$ cat config.mk
export PLATFORM = sky130hd
export DESIGN_NAME = adc_trig_ctrl
export DESIGN_NICKNAME = d
export VERILOG_FILES = /design/src/hw/adc_trig_pkg.sv /design/src/hw/adc_trig_ctrl.sv /design/src/hw/trig_source_mux.sv
export VERILOG_INCLUDE_DIRS = /design/src /design/src/hw
export SDC_FILE = /design/constraint.sdc
export NUM_CORES = 1
export LEC_CHECK = 0
export ABC_AREA = 1
export BUFFER_PORTS_ARGS = -buffer_cell sky130_fd_sc_hd__buf_2
export CAP_MARGIN = 10
export CORE_ASPECT_RATIO = 1.2
export CORE_MARGIN = 4
export CORE_UTILIZATION = 52
export CTS_CLUSTER_DIAMETER = 40
export DETAILED_ROUTE_END_ITERATION = 6
export PLACE_DENSITY = 0.76
export SYNTH_ARGS = -nofsm -noshare
export SYNTH_HDL_FRONTEND = slang
export SYNTH_HIERARCHICAL = 1
export SYNTH_SLANG_ARGS = --single-unit
$ cat constraint.sdc
create_clock -name core_clk -period 2.2 [get_ports core_clk]
set_clock_uncertainty 0.05 [all_clocks]
set_input_delay 0.22 -clock core_clk [delete_from_list [all_inputs] [get_ports core_clk]]
set_output_delay 0.22 -clock core_clk [all_outputs]
set_load 0.02 [all_outputs]
$ cat src/hw/adc_trig_cfg.svh
// Register map, field positions, reset values and timing constants
`ifndef ADC_TRIG_CFG_SVH
`define ADC_TRIG_CFG_SVH

// ***************************************************************
// Register offsets (byte addresses)
// ***************************************************************
`define OFS_TRIG_SEL    8'h00
`define OFS_TIMING      8'h04
`define OFS_IRQ_STATUS  8'h08
`define OFS_IRQ_MASK    8'h0C
`define OFS_SW_TRIG     8'h10
`define OFS_RUN_STATUS  8'h14

// ***************************************************************
// Field layout and reset values
// ***************************************************************
`define TRIG_FIELD_W    5
`define TRIG_STRIDE     8
`define TRIG_WR_MASK    32'h1F1F_1F1F
`define TIME_WR_MASK    32'h1F7F_03FF
`define TIME_RESET      32'h0300_0000
`define EIS_LSB         26
`define RES_LSB         24
`define DIV_LSB         16
`define SAMC_LSB        0
`define SW_EDGE_BIT     0
`define SW_LEVEL_BIT    1
`define SCAN_BIT        2
`define IRQ_W           4

// ***************************************************************
// Timing
// ***************************************************************
`define SAMPLE_EXTRA    11'h002
`define CONV_12B        4'hD
`define CONV_10B        4'hB
`define CONV_8B         4'h9
`define CONV_6B         4'h7

`endif

$ cat src/hw/adc_trig_pkg.sv
// Types shared by the trigger and timing control
package adc_trig_pkg;
    typedef enum logic [4:0] {
        TRG_NONE     = 5'h00,
        TRG_SW_EDGE  = 5'h01,
        TRG_SW_LEVEL = 5'h02,
        TRG_SCAN     = 5'h03,
        TRG_EXT_EXTERNAL_INTERRUPT_ZERO = 5'h04,
        TRG_TIMER1   = 5'h05,
        TRG_TIMER3   = 5'h06,
        TRG_TIMER5   = 5'h07,
        TRG_OC1      = 5'h08,
        TRG_OC3      = 5'h09,
        TRG_OC5      = 5'h0A,
        TRG_CMP1     = 5'h0B,
        TRG_CMP2     = 5'h0C
    } trig_code_t;

    typedef enum logic [1:0] {
        RES_6B  = 2'h0,
        RES_8B  = 2'h1,
        RES_10B = 2'h2,
        RES_12B = 2'h3
    } res_sel_t;
endpackage

$ cat src/hw/adc_trig_ctrl.sv
// Trigger select, converter timing sequencer and register slave
//
// Our own choices: strobed register access and the placing of the registers.
`timescale 1ns/100ps
`default_nettype none
`include "adc_trig_cfg.svh"
module adc_trig_ctrl #(
    parameter int NUM_INPUTS = 4
) (
    input  wire logic        core_clk,
    input  wire logic        srst,
    input  wire logic [7:0]  addr,
    input  wire logic [31:0] wdata,
    input  wire logic        wr_en,
    input  wire logic        rd_en,
    output logic      [31:0] rdata,
    input  wire logic [10:0] hw_trig_pins,
    output logic             sample_en,
    output logic             convert_en,
    output logic             conv_clk,
    output logic      [1:0]  active_input,
    output logic             data_ready,
    output logic             irq
);
    typedef enum logic [1:0] {ST_IDLE, ST_SAMPLE, ST_CONVERT} seq_st_t;

    // ***************************************************************
    // Pin synchronisers: three stages, change accepted on agreement
    // ***************************************************************
    logic [10:0] s1_q, s2_q, s3_q, hw_q, hw_prev_q;
    logic [10:0] hw_d, hw_rise;
    always_comb begin
        hw_d = hw_q;
        for (int i = 0; i < 11; i++) begin
            if (s2_q[i] == s3_q[i]) begin
                hw_d[i] = s3_q[i];
            end
        end
    end
    always_ff @(posedge core_clk) begin
        if (srst) begin
            s1_q      <= '0;
            s2_q      <= '0;
            s3_q      <= '0;
            hw_q      <= '0;
            hw_prev_q <= '0;
        end else begin
            s1_q      <= hw_trig_pins;
            s2_q      <= s1_q;
            s3_q      <= s2_q;
            hw_q      <= hw_d;
            hw_prev_q <= hw_q;
        end
    end
    // Hardware sources count as events on their rising edge
    assign hw_rise = hw_q & ~hw_prev_q;

    // ***************************************************************
    // Registers
    // ***************************************************************
    logic [31:0]        trig_q, trig_d, time_q, time_d;
    logic [`IRQ_W-1:0]  stat_q, stat_d, mask_q, mask_d, ev;
    logic [2:0]         sw_q, sw_d;
    logic [31:0]        rdata_q, rdata_d;
    logic               irq_q, irq_d;

    // Sequencer state, declared here for the status read
    seq_st_t            st_q, st_d;
    logic [1:0]         in_q, in_d;

    always_comb begin
        trig_d  = trig_q;
        time_d  = time_q;
        mask_d  = mask_q;
        sw_d    = {1'b0, sw_q[`SW_LEVEL_BIT], 1'b0};
        rdata_d = '0;
        // Set wins over a write-one clear in the same cycle
        stat_d  = stat_q;
        if (wr_en && addr == `OFS_IRQ_STATUS) begin
            stat_d = stat_q & ~wdata[`IRQ_W-1:0];
        end
        stat_d = stat_d | ev;
        if (wr_en) begin
            unique case (addr)
                `OFS_TRIG_SEL:  trig_d = wdata & `TRIG_WR_MASK;
                `OFS_TIMING:    time_d = wdata & `TIME_WR_MASK;
                `OFS_IRQ_MASK:  mask_d = wdata[`IRQ_W-1:0];
                `OFS_SW_TRIG:   sw_d   = wdata[2:0];
                default: ;
            endcase
        end
        if (rd_en) begin
            unique case (addr)
                `OFS_TRIG_SEL:   rdata_d = trig_q;
                `OFS_TIMING:     rdata_d = time_q;
                `OFS_IRQ_STATUS: rdata_d = {28'h000_0000, stat_q};
                `OFS_IRQ_MASK:   rdata_d = {28'h000_0000, mask_q};
                `OFS_SW_TRIG:    rdata_d = {30'h0000_0000,
                                            sw_q[`SW_LEVEL_BIT], 1'b0};
                `OFS_RUN_STATUS: rdata_d = {28'h000_0000, in_q, st_q};
                default:         rdata_d = '0;
            endcase
        end
        irq_d = |(stat_d & mask_q);
    end
    always_ff @(posedge core_clk) begin
        if (srst) begin
            trig_q  <= '0;
            time_q  <= `TIME_RESET;
            stat_q  <= '0;
            mask_q  <= '0;
            sw_q    <= '0;
            rdata_q <= '0;
            irq_q   <= 1'b0;
        end else begin
            trig_q  <= trig_d;
            time_q  <= time_d;
            stat_q  <= stat_d;
            mask_q  <= mask_d;
            sw_q    <= sw_d;
            rdata_q <= rdata_d;
            irq_q   <= irq_d;
        end
    end
    assign rdata = rdata_q;
    assign irq   = irq_q;

    // ***************************************************************
    // Trigger selection per input
    // ***************************************************************
    logic [NUM_INPUTS-1:0] fire;
    for (genvar g = 0; g < NUM_INPUTS; g++) begin : g_mux
        trig_source_mux u_mux (
            .sel      (trig_q[g*`TRIG_STRIDE +: `TRIG_FIELD_W]),
            .sw_edge  (sw_q[`SW_EDGE_BIT]),
            .sw_level (sw_q[`SW_LEVEL_BIT]),
            .scan     (sw_q[`SCAN_BIT]),
            .hw_src   (hw_rise),
            .fire     (fire[g])
        );
    end

    // ***************************************************************
    // Timing fields
    // ***************************************************************
    logic [2:0] eis;
    logic [1:0] res;
    logic [6:0] div;
    logic [9:0] samc;
    assign eis  = time_q[`EIS_LSB +: 3];
    assign res  = time_q[`RES_LSB +: 2];
    assign div  = time_q[`DIV_LSB +: 7];
    assign samc = time_q[`SAMC_LSB +: 10];

    function automatic logic [3:0] conv_clocks(input logic [1:0] r);
        unique case (r)
            adc_trig_pkg::RES_12B: conv_clocks = `CONV_12B;
            adc_trig_pkg::RES_10B: conv_clocks = `CONV_10B;
            adc_trig_pkg::RES_8B:  conv_clocks = `CONV_8B;
            adc_trig_pkg::RES_6B:  conv_clocks = `CONV_6B;
        endcase
    endfunction

    // ***************************************************************
    // Converter clock: half period is div control clocks
    // ***************************************************************
    // Divisor 0 is treated as 1, the smallest documented period
    logic [6:0] dcnt_q, dcnt_d;
    logic       cclk_q, cclk_d, tick;
    always_comb begin
        tick   = 1'b0;
        dcnt_d = dcnt_q + 7'h01;
        cclk_d = cclk_q;
        if (dcnt_q + 7'h01 >= div) begin
            dcnt_d = '0;
            cclk_d = ~cclk_q;
            tick   = cclk_q;
        end
    end
    always_ff @(posedge core_clk) begin
        if (srst) begin
            dcnt_q <= '0;
            cclk_q <= 1'b0;
        end else begin
            dcnt_q <= dcnt_d;
            cclk_q <= cclk_d;
        end
    end
    assign conv_clk = cclk_q;

    // ***************************************************************
    // Sample and convert sequencer
    // ***************************************************************
    logic [10:0] cnt_q, cnt_d;
    logic        rdy_q, rdy_d;
    logic        se_q, se_d, ce_q, ce_d;
    logic [3:0]  early;
    logic [1:0]  pick;
    always_comb begin
        pick = '0;
        for (int i = NUM_INPUTS - 1; i >= 0; i--) begin
            if (fire[i]) begin
                pick = i[1:0];
            end
        end
    end
    assign early = {1'b0, eis} + 4'h1;

    always_comb begin
        st_d  = st_q;
        cnt_d = cnt_q;
        in_d  = in_q;
        rdy_d = 1'b0;
        ev    = '0;
        unique case (st_q)
            ST_IDLE: begin
                if (|fire) begin
                    st_d  = ST_SAMPLE;
                    in_d  = pick;
                    cnt_d = {1'b0, samc} + `SAMPLE_EXTRA;
                end
            end
            ST_SAMPLE: begin
                if (tick) begin
                    cnt_d = cnt_q - 11'h001;
                    if (cnt_q == 11'h001) begin
                        st_d  = ST_CONVERT;
                        cnt_d = {7'h00, conv_clocks(res)};
                    end
                end
            end
            ST_CONVERT: begin
                if (tick) begin
                    cnt_d = cnt_q - 11'h001;
                    // Early data-ready; counts past the length never match
                    if (cnt_q == {7'h00, early}) begin
                        rdy_d = 1'b1;
                        ev[in_q] = 1'b1;
                    end
                    if (cnt_q == 11'h001) begin
                        st_d = ST_IDLE;
                    end
                end
            end
        endcase
        se_d = (st_d == ST_SAMPLE);
        ce_d = (st_d == ST_CONVERT);
    end
    always_ff @(posedge core_clk) begin
        if (srst) begin
            st_q  <= ST_IDLE;
            cnt_q <= '0;
            in_q  <= '0;
            rdy_q <= 1'b0;
            se_q  <= 1'b0;
            ce_q  <= 1'b0;
        end else begin
            st_q  <= st_d;
            cnt_q <= cnt_d;
            in_q  <= in_d;
            rdy_q <= rdy_d;
            se_q  <= se_d;
            ce_q  <= ce_d;
        end
    end
    // Phase flags registered so the pins never glitch on a state decode
    assign sample_en    = se_q;
    assign convert_en   = ce_q;
    assign active_input = in_q;
    assign data_ready   = rdy_q;

    // ***************************************************************
    // Checks
    // ***************************************************************
    reset_time_a: assert property (@(posedge core_clk)
        $fell(srst) |-> time_q == `TIME_RESET)
        else $error("timing register reset value wrong");
    trig_mask_a: assert property (@(posedge core_clk)
        disable iff (srst) (trig_q & ~`TRIG_WR_MASK) == '0)
        else $error("unimplemented trigger bits set");
    time_mask_a: assert property (@(posedge core_clk)
        disable iff (srst) (time_q & ~`TIME_WR_MASK) == '0)
        else $error("unimplemented timing bits set");
    start_seq_a: assert property (@(posedge core_clk)
        disable iff (srst) st_q == ST_IDLE && |fire |=> st_q == ST_SAMPLE)
        else $error("trigger did not start sampling");
    sample_load_a: assert property (@(posedge core_clk)
        disable iff (srst) st_q == ST_IDLE && |fire |=>
        cnt_q == {1'b0, $past(samc)} + `SAMPLE_EXTRA)
        else $error("sample length not samc plus two");
    conv_load_a: assert property (@(posedge core_clk)
        disable iff (srst) st_q == ST_SAMPLE ##1 st_q == ST_CONVERT |->
        cnt_q == {7'h00, conv_clocks(res)})
        else $error("conversion length wrong");
    none_code_a: assert property (@(posedge core_clk)
        disable iff (srst) trig_q == '0 |-> fire == '0)
        else $error("disabled inputs fired");
    early_rdy_a: assert property (@(posedge core_clk)
        disable iff (srst) st_q == ST_CONVERT && tick &&
        cnt_q == {7'h00, early} |=> data_ready)
        else $error("data ready not at early point");
    clk_half_a: assert property (@(posedge core_clk)
        disable iff (srst) $changed(cclk_q) && div > 7'h01 |=>
        !$changed(cclk_q))
        else $error("converter clock half period too short");
    reserved_a: assert property (@(posedge core_clk)
        disable iff (srst) trig_q[4:0] > 5'h0C |-> !fire[0])
        else $error("reserved code fired");
    irq_level_a: assert property (@(posedge core_clk)
        disable iff (srst) |(stat_q & mask_q) |=> irq || $past(wr_en))
        else $error("interrupt not raised");
    cover_sample: cover property (@(posedge core_clk) st_q == ST_SAMPLE);
    cover_ready:  cover property (@(posedge core_clk) data_ready);
    cover_irq:    cover property (@(posedge core_clk) irq);
endmodule
`default_nettype wire

$ cat src/hw/trig_source_mux.sv
// Trigger source decode for one analog input
`timescale 1ns/100ps
`default_nettype none
module trig_source_mux (
    input  wire logic [4:0]  sel,
    input  wire logic        sw_edge,
    input  wire logic        sw_level,
    input  wire logic        scan,
    input  wire logic [10:0] hw_src,
    output logic             fire
);
    // hw_src: 0 ext int, 1 tmr1, 2 tmr3, 3 timer_five, 4..6 oc1/3/5, 7..8 cmp1/2
    always_comb begin
        fire = 1'b0;
        // Reserved codes fall through to no trigger
        unique case (sel)
            adc_trig_pkg::TRG_SW_EDGE:  fire = sw_edge;
            adc_trig_pkg::TRG_SW_LEVEL: fire = sw_level;
            adc_trig_pkg::TRG_SCAN:     fire = scan;
            adc_trig_pkg::TRG_EXT_EXTERNAL_INTERRUPT_ZERO: fire = hw_src[0];
            adc_trig_pkg::TRG_TIMER1:   fire = hw_src[1];
            adc_trig_pkg::TRG_TIMER3:   fire = hw_src[2];
            adc_trig_pkg::TRG_TIMER5:   fire = hw_src[3];
            adc_trig_pkg::TRG_OC1:      fire = hw_src[4];
            adc_trig_pkg::TRG_OC3:      fire = hw_src[5];
            adc_trig_pkg::TRG_OC5:      fire = hw_src[6];
            adc_trig_pkg::TRG_CMP1:     fire = hw_src[7];
            adc_trig_pkg::TRG_CMP2:     fire = hw_src[8];
            default:                    fire = 1'b0;
        endcase
    end
endmodule
`default_nettype wire

==> results.cfg <==
[status]
status = finished with violations
violations = negative setup slack

[pwr]
p_total_uw = 6079
ir_drop_uv = 408.1
leakage_uw = 0.003831
p_per_area_nw_per_um2 = 702.1

[sta]
fmax_mhz = 397.6
drv_slew = 0
setup-violations-final = 28
max_slew_margin_pct = 37.03
worstMarginPinSlew_ns = 0.9445
timing.final.crit_share_pct = 114.3
rsz0062_at_grt = yes
timing.setup.tns_ns = -6.605
setup_slack_ns = -0.3148
min_period_ns = 2.515
hold_viol_final = 0
holdWs_ns = 0.01373

[global_route]
use_met2_pct = 42.04
grt_pass1_vias = 6206
grt_util_met1_pct = 28.06
grt_first_pass_wirelength_um = 29430
overflow = 0
gr-usage-all-layers_pct = 23.94
grt-busiest-layer = met2
use_met3_pct = 4.796
antenna_found_initial = 0
grt_max_degree = 56

[synthesis]
syn_avg_cell_area_um2 = 7.157
postSynthCellCount = 971
syn_area_um2 = 6949
yosysWarnings = 6

[detailed_routing]
drt_iter0_drc = 597
routed_wl_um = 18140
wl_per_cell_um = 14.21
first_pass_iters = 5
via_count = 6677
via_per_inst = 5.233
postRouteAntennaNets = 0
drc_errors = 0

[floorplan]
row_count = 46
dieArea_um2 = 15290
fp.coreArea_um2 = 13180
initial_core_util_pct = 52.72
fp.dieH_um = 134.6
die_w_um = 113.5
io_pins = 94

[critical_path]
crit_chain = nand3_1 > nand3b_1 > xor2_1 > inv_1 > ha_1 > nand2_2 > inv_2 > a21oi_4 > nand2_4 > nand2_2 > inv_4 > o22ai_4 > inv_4 > o21ai_1 > nor2_1
critPathLaunch = dcnt_q[0]$_SDFF_PP0_
cp_max_fo = 11
worst_path_max_delay_cell = dfxtp_2
path_class = register to register
cpPeakStageDelay_ns = 0.35
r2r_start = dcnt_q[0]$_SDFF_PP0_
cp.required_ns = 2.47
endpoint_kind = register
start_kind = register
arrival_ns = 2.78

[cells_and_area]
area_delta_synth_final_pct = 24.59
fin_cells = 1276
nNetsFinal = 1169
seqCellArea_um2 = 3005
nFillCells = 1117
multi_input_area_um2 = 3402
layout-drive-gt1-share_pct = 20.76
diodes = 0

[clock_tree]
clk_pin_slew_worst_paths_ns = 0.06
cts.path.max_buffers = 2
clk_latency_ns = 0.42
cts_tree = done
cts_buffers = 17
cts.sinks = 150
cts_root_buffer = clkbuf_16
htreeDepth = 4

[place]
port_buffers = 77
place_congestion = 0.9122
place_inst = 1222
dp.final_hpwl_um = 12470
dp_slack_ns = -0.3515

[run]
cap_violations = 0

[hold_path]
hold_path_startpoint = wdata[24]
hold_path.class = input port to register
==> worst max-delay path, delay by kind of cell, from the launching register on <==
| kind | cells | cell delay (ns) |
|---|---|---|
| buf+inv | 4 | 0.30 |
| fa+ha+maj | 1 | 0.29 |
| xor+xnor | 1 | 0.23 |
| flops | 1 | 0.35 |
| compound gates | 3 | 0.55 |
| simple gates | 6 | 0.64 |
==> path summary, 6_finish.rpt <==
path	cells past startpoint	slack (ns)	endpoint
worst min-delay path	3	0.01	time_q[24]$_SDFFE_PP1P_
worst max register to register	15	-0.31	cnt_q[10]$_SDFFE_PP0P_
worst max-delay path	15	-0.31	cnt_q[10]$_SDFFE_PP0P_
worst min register to register	2	0.35	s2_q[6]$_SDFF_PP0_
==> through the flow <==
stage,utilization [%],area [µm²]
2_1_floorplan,-,6999
3_3_place_gp,57.98,7642
3_5_place_dp,57.98,7642
4_1_cts,65.09,8579
5_1_grt,65.69,8658
6_report,65.69,8658
==> timing repair <==
action,in CTS,in global routing
hold buffers,10,0
gates resized for setup,34,16
endpoints found under the setup margin,22,29
hold endpoints to repair,10,0
cloned,1,0
setup buffers,9,2
pin swaps,14,5
==> where the power goes <==
group / total (µW) / switching (µW) / internal (µW)
Clock: 3110 / 1090 / 2020
Combinational: 216 / 137 / 79.8
Sequential: 2750 / 12.8 / 2740
==> cells in the final DEF (no fill, tap or decap), types with 5 or more instances in the layout <==
cell / count
inv_2: 14
a21oi_1: 66
buf_6: 5
nand2_1: 143
buf_2: 77
nand2_2: 12
ha_1: 17
o21ai_2: 6
xor2_1: 11
inv_1: 127
nand3_1: 60
dfxtp_1: 148
buf_4: 41
dlygate4sd3_1: 10
conb_1: 7
o21ai_0: 34
nor2_1: 169
nor2_2: 10
nor3_1: 16
clkbuf_16: 17
o21ai_1: 28
nand4_1: 13
==> registers in the layout, indices dropped and copies added (netlist names), 7 cells and up <==
register,flops
hw_prev_q,9
rdata,25
time_q,22
hw_q,9
s1_q,9
cnt_q,11
dcnt_q,7
s3_q,9
s2_q,9
trig_q,20
==> metal layers <==
layer / wire length (µm) / vias up
met2: 9200 / 252
li1: - / 3342
met4: 560 / 0
met1: 7244 / 3035
met3: 1132 / 48
met5: 0 / -
==> final cells by class <==
class | instances | share of cell area, %
clock inverter | 7 | 1.633
sequential | 150 | 34.71
timing repair buffer | 133 | 9.812
inverter | 145 | 6.402
multi-input combinational | 648 | 39.29
tap | 168 | 2.428
clock buffer | 25 | 5.723
No activity file was read; power rests on OpenSTA's default activity.
